==> config.mk <==
export PLATFORM = sky130hd
export DESIGN_NAME = stop_wait_clock_restore
export DESIGN_NICKNAME = d
export VERILOG_FILES = /design/src/inc/clk_ctrl_pkg.sv /design/src/rtl/pin_sync.sv /design/src/rtl/stab_timer.sv /design/src/rtl/stop_wait_clock_restore.sv
export VERILOG_INCLUDE_DIRS = /design/src /design/src/inc
export SDC_FILE = /design/constraint.sdc
export NUM_CORES = 1
export LEC_CHECK = 0
export BUFFER_PORTS_ARGS = -buffer_cell sky130_fd_sc_hd__buf_4
export CORE_MARGIN = 2
export CORE_UTILIZATION = 40
export DETAILED_ROUTE_END_ITERATION = 10
export PLACE_DENSITY = 0.62
export SYNTH_ARGS = -nofsm -noshare
export SYNTH_HDL_FRONTEND = slang
export SYNTH_HIERARCHICAL = 1
export SYNTH_SLANG_ARGS = --single-unit
==> constraint.sdc <==
create_clock -name clk -period 7.3 [get_ports clk]
set_clock_uncertainty 0.2 [all_clocks]
set_input_delay 1.46 -clock clk [delete_from_list [all_inputs] [get_ports clk]]
set_output_delay 1.46 -clock clk [all_outputs]
set_load 0.01 [all_outputs]
==> src/inc/clk_ctrl_consts.svh <==
// timing counts, register offsets, field positions and reset values of the clock control block
// assumes a 25 MHz system clock and byte-wide registers on a 16-bit address port
`ifndef CLK_CTRL_CONSTS_SVH
`define CLK_CTRL_CONSTS_SVH

`define CLK_PERIOD_NS       40
`define STAB_MAIN_CYCLES    8000
`define PREDIV_DEFAULT      16

`define ADDR_PRESCALER12    16'h0020
`define ADDR_TIMER1         16'h0024
`define ADDR_PORT_CTRL2     16'h002F
`define ADDR_WDT_CTRL       16'h0039
`define ADDR_CPU_MODE       16'h003B

`define CPUM_SUB_DRIVE_BIT  3
`define CPUM_MAIN_STOP_BIT  5
`define CPUM_SYS_SUB_BIT    7
`define PCTL2_NO_RELOAD_BIT 6
`define WDT_STOP_DIS_BIT    6

`define CPUM_RESET          8'h00
`define PCTL2_RESET         8'h00
`define WDT_CTRL_RESET      8'h3F
`define TIMER1_RESET        8'h01
`define PRESCALER12_RESET   8'hFF
`define TIMER1_STOP_LOAD    8'h01
`define PRESCALER12_STOP_LD 8'hFF
`define WDT_PRELOAD_LOW     8'hFF

`endif

==> src/inc/clk_ctrl_pkg.sv <==
// types shared by the clock control block
// assumes the constants header is compiled alongside
package clk_ctrl_pkg;
    typedef struct packed {
        logic [15:0] addr;
        logic [7:0]  wdata;
        logic        wr;
        logic        rd;
    } bus_req_t;

    typedef enum logic [1:0] {
        ST_RUN,
        ST_STOPPED,
        ST_STABILIZE,
        ST_WAITING
    } power_state_t;
endpackage

==> src/rtl/pin_sync.sv <==
// two-flop synchroniser with rising edge detect for a slow pin or oscillator input
// assumes the pin toggles well below half the system clock rate
module pin_sync (
    input  wire logic clk,
    input  wire logic nrst,
    input  wire logic pin,
    output logic      level,
    output logic      rise
);
    logic meta_reg;
    logic sync_reg;
    logic last_reg;

    // the first flop feeds only the second one
    always_ff @(posedge clk) begin
        if (!nrst) begin
            meta_reg <= 1'b0;
            sync_reg <= 1'b0;
            last_reg <= 1'b0;
        end else begin
            meta_reg <= pin;
            sync_reg <= meta_reg;
            last_reg <= sync_reg;
        end
    end

    assign level = sync_reg;
    assign rise  = sync_reg & ~last_reg;
endmodule

==> src/rtl/stab_timer.sv <==
// first-stage divider, second-stage prescaler and timer 1 chain used for the stabilizing wait
// assumes tick is a one-cycle pulse per oscillator period, loads take priority over counting
`include "clk_ctrl_consts.svh"
module stab_timer #(
    parameter int PREDIV = `PREDIV_DEFAULT
) (
    input  wire logic       clk,
    input  wire logic       nrst,
    input  wire logic       tick,
    input  wire logic       run,
    input  wire logic       ld_pre,
    input  wire logic [7:0] pre_val,
    input  wire logic       ld_t1,
    input  wire logic [7:0] t1_val,
    input  wire logic [7:0] pre_reload,
    input  wire logic [7:0] t1_reload,
    output logic      [7:0] pre_cnt,
    output logic      [7:0] t1_cnt,
    output logic            underflow
);
    localparam int DW = (PREDIV > 1) ? $clog2(PREDIV) : 1;

    logic [DW-1:0] div_reg;
    logic [7:0]    pre_reg;
    logic [7:0]    t1_reg;
    logic          div_end;
    logic          pre_end;

    // a divider the counter width cannot hold is refused at elaboration
    if (PREDIV < 1 || PREDIV > 1024) begin : g_bad_prediv
        $error("stab_timer: PREDIV out of range");
    end

    assign div_end = run && tick && (div_reg == DW'(PREDIV - 1));
    assign pre_end = div_end && (pre_reg == 8'h00);

    // first stage divides the oscillator ticks
    always_ff @(posedge clk) begin
        if (!nrst) begin
            div_reg <= '0;
        end else if (ld_pre || ld_t1) begin
            div_reg <= '0;
        end else if (run && tick) begin
            div_reg <= div_end ? '0 : div_reg + DW'(1);
        end
    end

    // second-stage prescaler wraps to its reload value
    always_ff @(posedge clk) begin
        if (!nrst) begin
            pre_reg <= `PRESCALER12_RESET;
        end else if (ld_pre) begin
            pre_reg <= pre_val;
        end else if (div_end) begin
            pre_reg <= pre_end ? pre_reload : pre_reg - 8'h01;
        end
    end

    // timer 1 counts prescaler wraps and flags its own underflow
    always_ff @(posedge clk) begin
        if (!nrst) begin
            t1_reg    <= `TIMER1_RESET;
            underflow <= 1'b0;
        end else begin
            underflow <= 1'b0;
            if (ld_t1) begin
                t1_reg <= t1_val;
            end else if (pre_end) begin
                if (t1_reg == 8'h00) begin
                    t1_reg    <= t1_reload;
                    underflow <= 1'b1;
                end else begin
                    t1_reg <= t1_reg - 8'h01;
                end
            end
        end
    end

    assign pre_cnt = pre_reg;
    assign t1_cnt  = t1_reg;
endmodule

==> src/rtl/stop_wait_clock_restore.sv <==
// clock control for stop and wait modes with oscillator restart and stabilizing wait
// assumes instruction strobes and interrupt requests come from logic on clk, clock pins are raw
//
// Overview of operation
// interrupt stop release keeps CPU mode register
// main clock release waits about 8,000 cycles
// reset from wait restarts main, stops sub
// reset pin held low until main stable; the block enables the cpu clock straight out of reset with no wait
// CPU mode bit 3 keeps sub oscillator running
// stop halts oscillation, external interrupt restarts
// release reloads timer 1 01, prescaler FF
// port control 2 bit 6 suppresses reload
// suppressed reload keeps software-written counts
// CPU clock withheld until timer 1 underflows
// watchdog keeps counting during stop release
// stop disable bit is set-only from software
// timer 1 paced by prescaler on restarted oscillator
`include "clk_ctrl_consts.svh"
module stop_wait_clock_restore
    import clk_ctrl_pkg::*;
#(
    parameter int PREDIV = `PREDIV_DEFAULT
) (
    input  wire logic                  clk,
    input  wire logic                  nrst,
    input  wire clk_ctrl_pkg::bus_req_t bus_req,
    output logic                 [7:0] rd_data,
    input  wire logic                  stop_instruction,
    input  wire logic                  wait_instruction,
    input  wire logic                  ext_irq,
    input  wire logic                  int_irq,
    input  wire logic                  main_clock_input,
    input  wire logic                  sub_clock_input,
    output logic                       cpu_clk_en,
    output logic                       main_osc_en,
    output logic                       sub_osc_en,
    output logic                       sys_clk_sub,
    output logic                       wdt_underflow
);
    import clk_ctrl_pkg::*;

    localparam int STAB_NS = `STAB_MAIN_CYCLES * 1000 / 8000;

    power_state_t state_reg;
    power_state_t state_next;
    logic [7:0]   cpum_reg;
    logic [7:0]   pctl2_reg;
    logic [7:0]   wdt_ctrl_reg;
    logic [7:0]   pre_reload_reg;
    logic [7:0]   t1_reload_reg;
    logic [15:0]  wdt_cnt_reg;
    logic         main_rise;
    logic         sub_rise;
    logic         ext_rise;
    logic         osc_tick;
    logic         t1_under;
    logic [7:0]   pre_cnt;
    logic [7:0]   t1_cnt;
    logic         wr_pre;
    logic         wr_t1;
    logic         stop_release;
    logic         auto_reload;
    logic         ld_pre;
    logic         ld_t1;
    logic [7:0]   ld_pre_val;
    logic [7:0]   ld_t1_val;
    logic         stop_ok;

    // parameters the timer chain cannot serve are refused at elaboration
    if (PREDIV < 1) begin : g_bad_prediv
        $error("stop_wait_clock_restore: PREDIV must be positive");
    end
    if (STAB_NS < 1) begin : g_bad_stab
        $error("stop_wait_clock_restore: stabilizing time too short");
    end

    // pins from outside the clk domain are synchronised before use
    pin_sync u_main_sync (
        .clk   (clk),
        .nrst  (nrst),
        .pin   (main_clock_input),
        .level (),
        .rise  (main_rise)
    );
    pin_sync u_sub_sync (
        .clk   (clk),
        .nrst  (nrst),
        .pin   (sub_clock_input),
        .level (),
        .rise  (sub_rise)
    );
    pin_sync u_irq_sync (
        .clk   (clk),
        .nrst  (nrst),
        .pin   (ext_irq),
        .level (),
        .rise  (ext_rise)
    );

    // tick source follows the selected system clock
    assign osc_tick = cpum_reg[`CPUM_SYS_SUB_BIT] ? sub_rise : main_rise;

    // write decode for the counter registers
    assign wr_pre = bus_req.wr && (bus_req.addr == `ADDR_PRESCALER12);
    assign wr_t1  = bus_req.wr && (bus_req.addr == `ADDR_TIMER1);

    // only an external interrupt can restart the stopped oscillator
    assign stop_release = (state_reg == ST_STOPPED) && ext_rise;
    assign auto_reload  = stop_release && !pctl2_reg[`PCTL2_NO_RELOAD_BIT];
    assign stop_ok      = !wdt_ctrl_reg[`WDT_STOP_DIS_BIT];

    // fixed reload on release wins over any software write in the same cycle
    assign ld_pre     = auto_reload || wr_pre;
    assign ld_t1      = auto_reload || wr_t1;
    assign ld_pre_val = auto_reload ? `PRESCALER12_STOP_LD : bus_req.wdata;
    assign ld_t1_val  = auto_reload ? `TIMER1_STOP_LOAD : bus_req.wdata;

    // without auto reload the counters simply keep what software left there
    stab_timer #(
        .PREDIV (PREDIV)
    ) u_stab (
        .clk        (clk),
        .nrst       (nrst),
        .tick       (osc_tick),
        .run        (state_reg != ST_STOPPED),
        .ld_pre     (ld_pre),
        .pre_val    (ld_pre_val),
        .ld_t1      (ld_t1),
        .t1_val     (ld_t1_val),
        .pre_reload (pre_reload_reg),
        .t1_reload  (t1_reload_reg),
        .pre_cnt    (pre_cnt),
        .t1_cnt     (t1_cnt),
        .underflow  (t1_under)
    );

    // power state sequencing
    always_comb begin
        state_next = state_reg;
        case (state_reg)
            ST_RUN: begin
                if (stop_instruction && stop_ok) begin
                    state_next = ST_STOPPED;
                end else if (wait_instruction) begin
                    state_next = ST_WAITING;
                end
            end
            ST_STOPPED: begin
                if (stop_release) begin
                    state_next = ST_STABILIZE;
                end
            end
            ST_STABILIZE: begin
                if (t1_under) begin
                    state_next = ST_RUN;
                end
            end
            ST_WAITING: begin
                if (ext_rise || int_irq) begin
                    state_next = ST_RUN;
                end
            end
            default: state_next = ST_RUN;
        endcase
    end

    // reset always lands in run with main oscillator as system clock
    always_ff @(posedge clk) begin
        if (!nrst) begin
            state_reg <= ST_RUN;
        end else begin
            state_reg <= state_next;
        end
    end

    // cpu mode register, untouched by entering or leaving stop
    always_ff @(posedge clk) begin
        if (!nrst) begin
            cpum_reg <= `CPUM_RESET;
        end else if (bus_req.wr && bus_req.addr == `ADDR_CPU_MODE) begin
            cpum_reg <= bus_req.wdata;
        end
    end

    // port control 2 carries the reload inhibit
    always_ff @(posedge clk) begin
        if (!nrst) begin
            pctl2_reg <= `PCTL2_RESET;
        end else if (bus_req.wr && bus_req.addr == `ADDR_PORT_CTRL2) begin
            pctl2_reg <= bus_req.wdata;
        end
    end

    // stop disable bit can only be set, the rest is ordinary
    always_ff @(posedge clk) begin
        if (!nrst) begin
            wdt_ctrl_reg <= `WDT_CTRL_RESET;
        end else if (bus_req.wr && bus_req.addr == `ADDR_WDT_CTRL) begin
            wdt_ctrl_reg <= bus_req.wdata;
            wdt_ctrl_reg[`WDT_STOP_DIS_BIT] <= wdt_ctrl_reg[`WDT_STOP_DIS_BIT] |
                                               bus_req.wdata[`WDT_STOP_DIS_BIT];
        end
    end

    // reload latches follow software writes, and take the fixed values on an auto reload so that
    // the prescaler wraps back to FF and the full two-round wait is kept whatever software left there
    always_ff @(posedge clk) begin
        if (!nrst) begin
            pre_reload_reg <= `PRESCALER12_RESET;
            t1_reload_reg  <= `TIMER1_RESET;
        end else if (auto_reload) begin
            pre_reload_reg <= `PRESCALER12_STOP_LD;
            t1_reload_reg  <= `TIMER1_STOP_LOAD;
        end else begin
            if (wr_pre) begin
                pre_reload_reg <= bus_req.wdata;
            end
            if (wr_t1) begin
                t1_reload_reg <= bus_req.wdata;
            end
        end
    end

    // watchdog keeps running through the stabilizing wait, so a long wait can trip it
    always_ff @(posedge clk) begin
        if (!nrst) begin
            wdt_cnt_reg   <= {2'h0, 6'(`WDT_CTRL_RESET), `WDT_PRELOAD_LOW};
            wdt_underflow <= 1'b0;
        end else begin
            wdt_underflow <= 1'b0;
            if (bus_req.wr && bus_req.addr == `ADDR_WDT_CTRL) begin
                wdt_cnt_reg <= {2'h0, bus_req.wdata[5:0], `WDT_PRELOAD_LOW};
            end else if (osc_tick && state_reg != ST_STOPPED) begin
                if (wdt_cnt_reg == 16'h0000) begin
                    wdt_underflow <= 1'b1;
                    wdt_cnt_reg   <= {2'h0, wdt_ctrl_reg[5:0], `WDT_PRELOAD_LOW};
                end else begin
                    wdt_cnt_reg <= wdt_cnt_reg - 16'h0001;
                end
            end
        end
    end

    // clock gate and oscillator enables come straight from flops
    always_ff @(posedge clk) begin
        if (!nrst) begin
            cpu_clk_en  <= 1'b1;
            main_osc_en <= 1'b1;
            sub_osc_en  <= 1'b0;
            sys_clk_sub <= 1'b0;
        end else begin
            cpu_clk_en  <= (state_next == ST_RUN);
            main_osc_en <= (state_next != ST_STOPPED) && !cpum_reg[`CPUM_MAIN_STOP_BIT];
            sub_osc_en  <= (state_next != ST_STOPPED) && cpum_reg[`CPUM_SUB_DRIVE_BIT];
            sys_clk_sub <= cpum_reg[`CPUM_SYS_SUB_BIT];
        end
    end

    // read data stands in the cycle after the strobe only; unmapped reads give zero
    always_ff @(posedge clk) begin
        if (!nrst) begin
            rd_data <= 8'h00;
        end else if (bus_req.rd) begin
            case (bus_req.addr)
                `ADDR_CPU_MODE:    rd_data <= cpum_reg;
                `ADDR_PORT_CTRL2:  rd_data <= pctl2_reg;
                `ADDR_WDT_CTRL:    rd_data <= wdt_ctrl_reg;
                `ADDR_TIMER1:      rd_data <= t1_cnt;
                `ADDR_PRESCALER12: rd_data <= pre_cnt;
                default:           rd_data <= 8'h00;
            endcase
        end else begin
            rd_data <= 8'h00;
        end
    end

    // helper counting oscillator ticks spent in the stabilizing wait
    logic [15:0] stab_ticks_reg;
    logic        reload_seen_reg;
    always_ff @(posedge clk) begin
        if (!nrst) begin
            stab_ticks_reg  <= 16'h0000;
            reload_seen_reg <= 1'b0;
        end else if (stop_release) begin
            stab_ticks_reg  <= 16'h0000;
            reload_seen_reg <= auto_reload;
        end else if (state_reg == ST_STABILIZE && osc_tick && stab_ticks_reg != 16'hFFFF) begin
            stab_ticks_reg <= stab_ticks_reg + 16'h0001;
        end
    end
endmodule

# --- Yosys cells after proc, flatten, opt, wreduce, memory -nomap -nowiden ---
# Cells that the tools add are included.
word_totals:
  ram_bits: 0
  elab_cells: 108
  mem_bits_ro: 0
  reg_bits: 101
  latch_bits: 0
  mem_count: 0
  output_inout_bits: 13
  input_bits: 34
op_classes:
  shift: 0
  add_sub_neg: 4
  n_eq_ne: 11
  reduce_logical: 34
  muxes: 22
  multipliers: 0
  n_bitwise: 10
  div: 0
  magnitude_cmp: 0
op_table:
  columns: ["cell", "n"]
  rows:
  - ["equality test 16 x 6 -> 1 bit, second input constant", 5]
  - ["two-way mux 8 bit", 8]
  - ["one-hot mux 8 bit (5 select lines)", 1]
  - ["two-way mux 14 bit", 2]
  - ["zero test 16 bit", 1]
  - ["zero test 8 bit", 2]
  - ["two-way mux 16 bit", 1]
  - ["subtractor 16 x 1 -> 16 bit, second input constant", 1]
  - ["subtractor 8 x 1 -> 8 bit, second input constant", 2]
  - ["logical AND 1 bit", 13]
  - ["two-way mux 2 bit", 5]
  - ["one-hot mux 2 bit (4 select lines)", 1]
  - ["NOT 1 bit", 6]
  - ["nonzero test 2 bit", 3]
  - ["OR reduction 2 bit", 3]
  - ["OR reduction 3 bit", 2]
  - ["adder 4 x 1 -> 4 bit, second input constant", 1]
  - ["equality test 2 bit, second input constant", 2]
  - ["equality test 4 bit, second input constant", 1]
  - ["zero test 2 bit", 2]
  - ["logical OR 1 bit", 4]
  - ["two-way mux 4 bit", 1]
  - ["!= test 2 x 1 -> 1 bit, second input constant", 2]
  - ["AND 1 bit", 3]
  - ["other kinds (5)", 9]

# --- Longest topological paths before layout ---
depth:
  ltp_word: 9
  mapped_depth: 11
  mapped_depth_nobuf: 8

# --- Hierarchy ---
# The synthesis kept the hierarchy.
by_module_without_submodules:
  columns: ["mod", "area_per_inst_um2", "n_inst", "cells_per_inst", "seq_area_each_um2"]
  rows:
  - ["stop_wait_clock_restore", 3334.4, 1, 362, 1421.4]
  - ["stab_timer", 1452.6, 1, 185, 420.4]
  - ["pin_sync", 92.6, 3, 7, 60.1]

# --- Least setup slack after synthesis ---
# Ideal clock, no wire load.
synth_path:
  path_type: "input to register"
  from: "input bus_req[19] in the netlist's numbering"
  to: "register u_stab.t1_reg[6], in the netlist u_stab/t1_cnt[6]"
  t_required_ns: 6.980
  setup_slack_ns: 3.278
  t_arrival_ns: 3.702
  stages: 11
  cell_sequence: "or4_4 nor4_4 nand4_1 clkbuf_1 nand2b_1 clkbuf_1 inv_1 clkbuf_1 o21ai_0 a41oi_1 o31a_1"
synth_between:
  elab_chain_len: 4
  word_cells_on_any_way: 5
  classes_between: "eq/ne: 1; mux: 1; reduce/logical: 3"
synth_lines:
  columns: ["element", "line", "rtl"]
  rows:
  - ["from (decl)", "stop_wait_clock_restore.sv:26", "input wire clk_ctrl_pkg::bus_req_t bus_req,"]
  - ["equality test 16 x 6 -> 1 bit (*)", null, null]
  - ["logical AND 1 bit (*)", "stop_wait_clock_restore.sv:105", "assign wr_t1 = bus_req.wr && (bus_req.addr == `ADDR_TIMER1);"]
  - ["logical OR 1 bit (*)", "stop_wait_clock_restore.sv:114", "assign ld_t1 = auto_reload || wr_t1;"]
  - ["via ld_t1", "stop_wait_clock_restore.sv:64", "logic ld_t1;"]
  - ["two-way mux 8 bit or nonzero test 2 bit (tied branches)", null, null]
  - ["to (signal assigned)", "stab_timer.sv:67", "t1_reg <= t1_val;"]
  - ["to (signal assigned)", "stab_timer.sv:70", "t1_reg <= t1_reload;"]
  - ["to (signal assigned)", "stab_timer.sv:73", "t1_reg <= t1_reg - 8'h01;"]
  - ["to (decl)", "stab_timer.sv:25", "logic [7:0] t1_reg;"]
# The timed path passes the listed nets; every way through them passes the cells marked *.
# A chain may end at the register's enable or synchronous reset.

# --- Final worst setup path ---
# Same ends and word-level chain as after synthesis.

==> flow_summary.json <==
{
  "outcome": "finished, final reports clean",
  "r2r_setup_slack_ps": 4370,
  "cts_tree": "built",
  "drt_iter0_drc": 313,
  "switchingPower_uw": 267,
  "synthToLayoutAreaGrowth_pct": 15.9,
  "ys_ff_latch": 101,
  "portBuffers": 46,
  "clock.fmax_mhz": 228,
  "arrival_ps": 4470,
  "worst_slack_ps": 2920,
  "dieArea_um2": 13600,
  "fin_crit_sh": 0.600,
  "yosysWarnings": 6,
  "cp-start-kind": "input port",
  "grt_max_degree": 69,
  "final_common_cell": "dfxtp_1",
  "fin_nets": 639,
  "wl_met1_mm": 6.04,
  "ctsHoldBuffers": 0,
  "finalPower_mw": 1.22,
  "clk_latency_ps": 340,
  "grt_pass1_wl_mm": 22.1,
  "drt_wl_total_mm": 13.7,
  "hp-start": "u_main_sync/meta_reg$_SDFF_PN0_",
  "wl_met3_um": 879,
  "wl_per_cell_um": 17.7,
  "post_route_cells_drive_above_1_share": 0.164,
  "hold_path.class": "register to register",
  "seq_area_frac_synth": 0.399,
  "rsz0062_at_grt": "no",
  "power_frac_comb": 0.076,
  "clk_pin_slew_ps": 70,
  "report.final.slew_viol_count": 0,
  "mostFrequentLayoutCells": "dfxtp_1 (101), nand2_1 (61), buf_4 (47)",
  "ant_nets": 0,
  "synth_area_um2": 5060,
  "final_core_util": 0.471,
  "crit_required_ps": 7390,
  "syn_area_per_cell_um2": 8.92,
  "startpoint": "bus_req[19]",
  "ctsResizeCount": 0,
  "post_cts_buffers": 0,
  "hold_viol": 0,
  "overflow": 0,
  "clock_power_share": 0.454,
  "cts_buffer_depth": 2,
  "fin_crit_ps": 4380,
  "crit-reg2reg-launch": "state_reg[1]$_SDFF_PN0_",
  "p_leak_nw": 2.36,
  "core_area_um2": 12500,
  "dieHeight_um": 117,
  "drc_errors": 0,
  "relSlewSlack": 0.130,
  "cts_max_level": 3,
  "swShare": 0.220,
  "largest_reg_flops": 16,
  "pwr_density_cell_nw_per_um2": 207,
  "first_global_vias": 4160,
  "path_max_fanout": 12,
  "initial_core_util": 0.406,
  "setup_viol": 0,
  "firstDrtPassIters": 5,
  "ios": 47,
  "root_buffer": "clkbuf_16",
  "vias_per_cell": 5.73,
  "cp-end-kind": "register",
  "cts_buffers": 9,
  "cell_internal_pwr_uw": 948,
  "vias": 4443,
  "place.gp.congestion": 0.878,
  "yosys_most_used_dff": "dfxtp_1",
  "die_w_um": 117,
  "path_class": "input port to register",
  "synthCells": 568,
  "syn_nets": 608,
  "synth_cell_types": 60,
  "cts_sinks": 101,
  "dr_wl_met2_mm": 6.46,
  "synth-edff-count": 0,
  "antenna_found_initial": 0,
  "grtUsageTotal": 0.210,
  "dp_hpwl_mm": 9.59,
  "setup-tns-final_ps": 0,
  "rows": 41,
  "peakVddDrop_mv": 0.0905,
  "dp_slack_ps": 2620,
  "top_layer": "met4",
  "ys_async_sr_fraction": 0,
  "worst_slew_pin_slew_ps": 1300,
  "place_area_um2": 5520,
  "insertedDiodeCount": 0,
  "p_seq_frac": 0.471,
  "final_area_um2": 5870,
  "drv_cap": 0
}
layout make-up:
type / count / area, um^2
fillers: 1166 / 6600
multi-input cells: 427 / 2880
flip-flops and latches: 101 / 2020
repair buffers: 47 / 353
clock buffers: 11 / 243
well taps: 172 / 215
clock inverters: 5 / 108
inverters: 13 / 48.8
worst max-delay path, cell delays in order:
cell	delay [ps]
buf_4	110
or4_4	560
nor4_4	470
nand4_1	550
nand2b_1	480
inv_1	240
and3_1	240
a41oi_1	190
o31a_1	150
kinds of logic after synthesis:
family,share of synthesized area
simple gates,0.271
compound gates,0.154
flops,0.399
mux,0.0961
buf+inv,0.0321
xor+xnor,0.0329
fa+ha+maj,0.0148
cells in the mapped netlist (all sizes together) (12+ instances only):
cell	number	area, um^2
dfxtp	101	2020
nand2	61	229
mux2i	34	340
nor2b	31	216
nor2	29	116
clkbuf	22	82.6
a21oi	21	105
nand3	20	100
nor3	17	90.1
a22oi	16	120
o21ai	15	75.1
and2	14	87.6
nor4	14	109
inv	13	48.8
mux2	13	146
nor3b	12	90.1
metrics by stage:
| stage | hold WS, ps | cells |
|---|---|---|
| 2_1_floorplan | 206 | 568 |
| 3_3_place_gp | 213 | 760 |
| 3_5_place_dp | 217 | 760 |
| 4_1_cts | 235 | 776 |
| 5_1_grt | 262 | 776 |
| 6_report | 232 | 776 |
worst paths after layout:
path / cells after the start / endpoint
max: 9 / u_stab/t1_cnt[6]$_SDFFE_PN0P_
min: 1 / u_main_sync/level$_SDFF_PN0_
max reg2reg: 5 / u_stab/pre_cnt[6]$_SDFFE_PN1P_
min reg2reg: 1 / u_main_sync/level$_SDFF_PN0_
per-layer routing:
layer,global-route usage,vias to the layer above
li1,-,2133
met1,0.282,2122
met2,0.332,161
met3,0.0420,27
met4,0.0802,0
met5,0,-
power groups by stage:
stage                     sequential (mW)  clock, mW  combinational (mW)
final                               0.572      0.551              0.0921
after global routing                0.573      0.584               0.101
after CTS                           0.572      0.565              0.0917
after detailed placement            0.584          0              0.0911
after global placement              0.584          0              0.0901
after floorplan                     0.582          0              0.0526
Power figures use the tool's default switching activity.
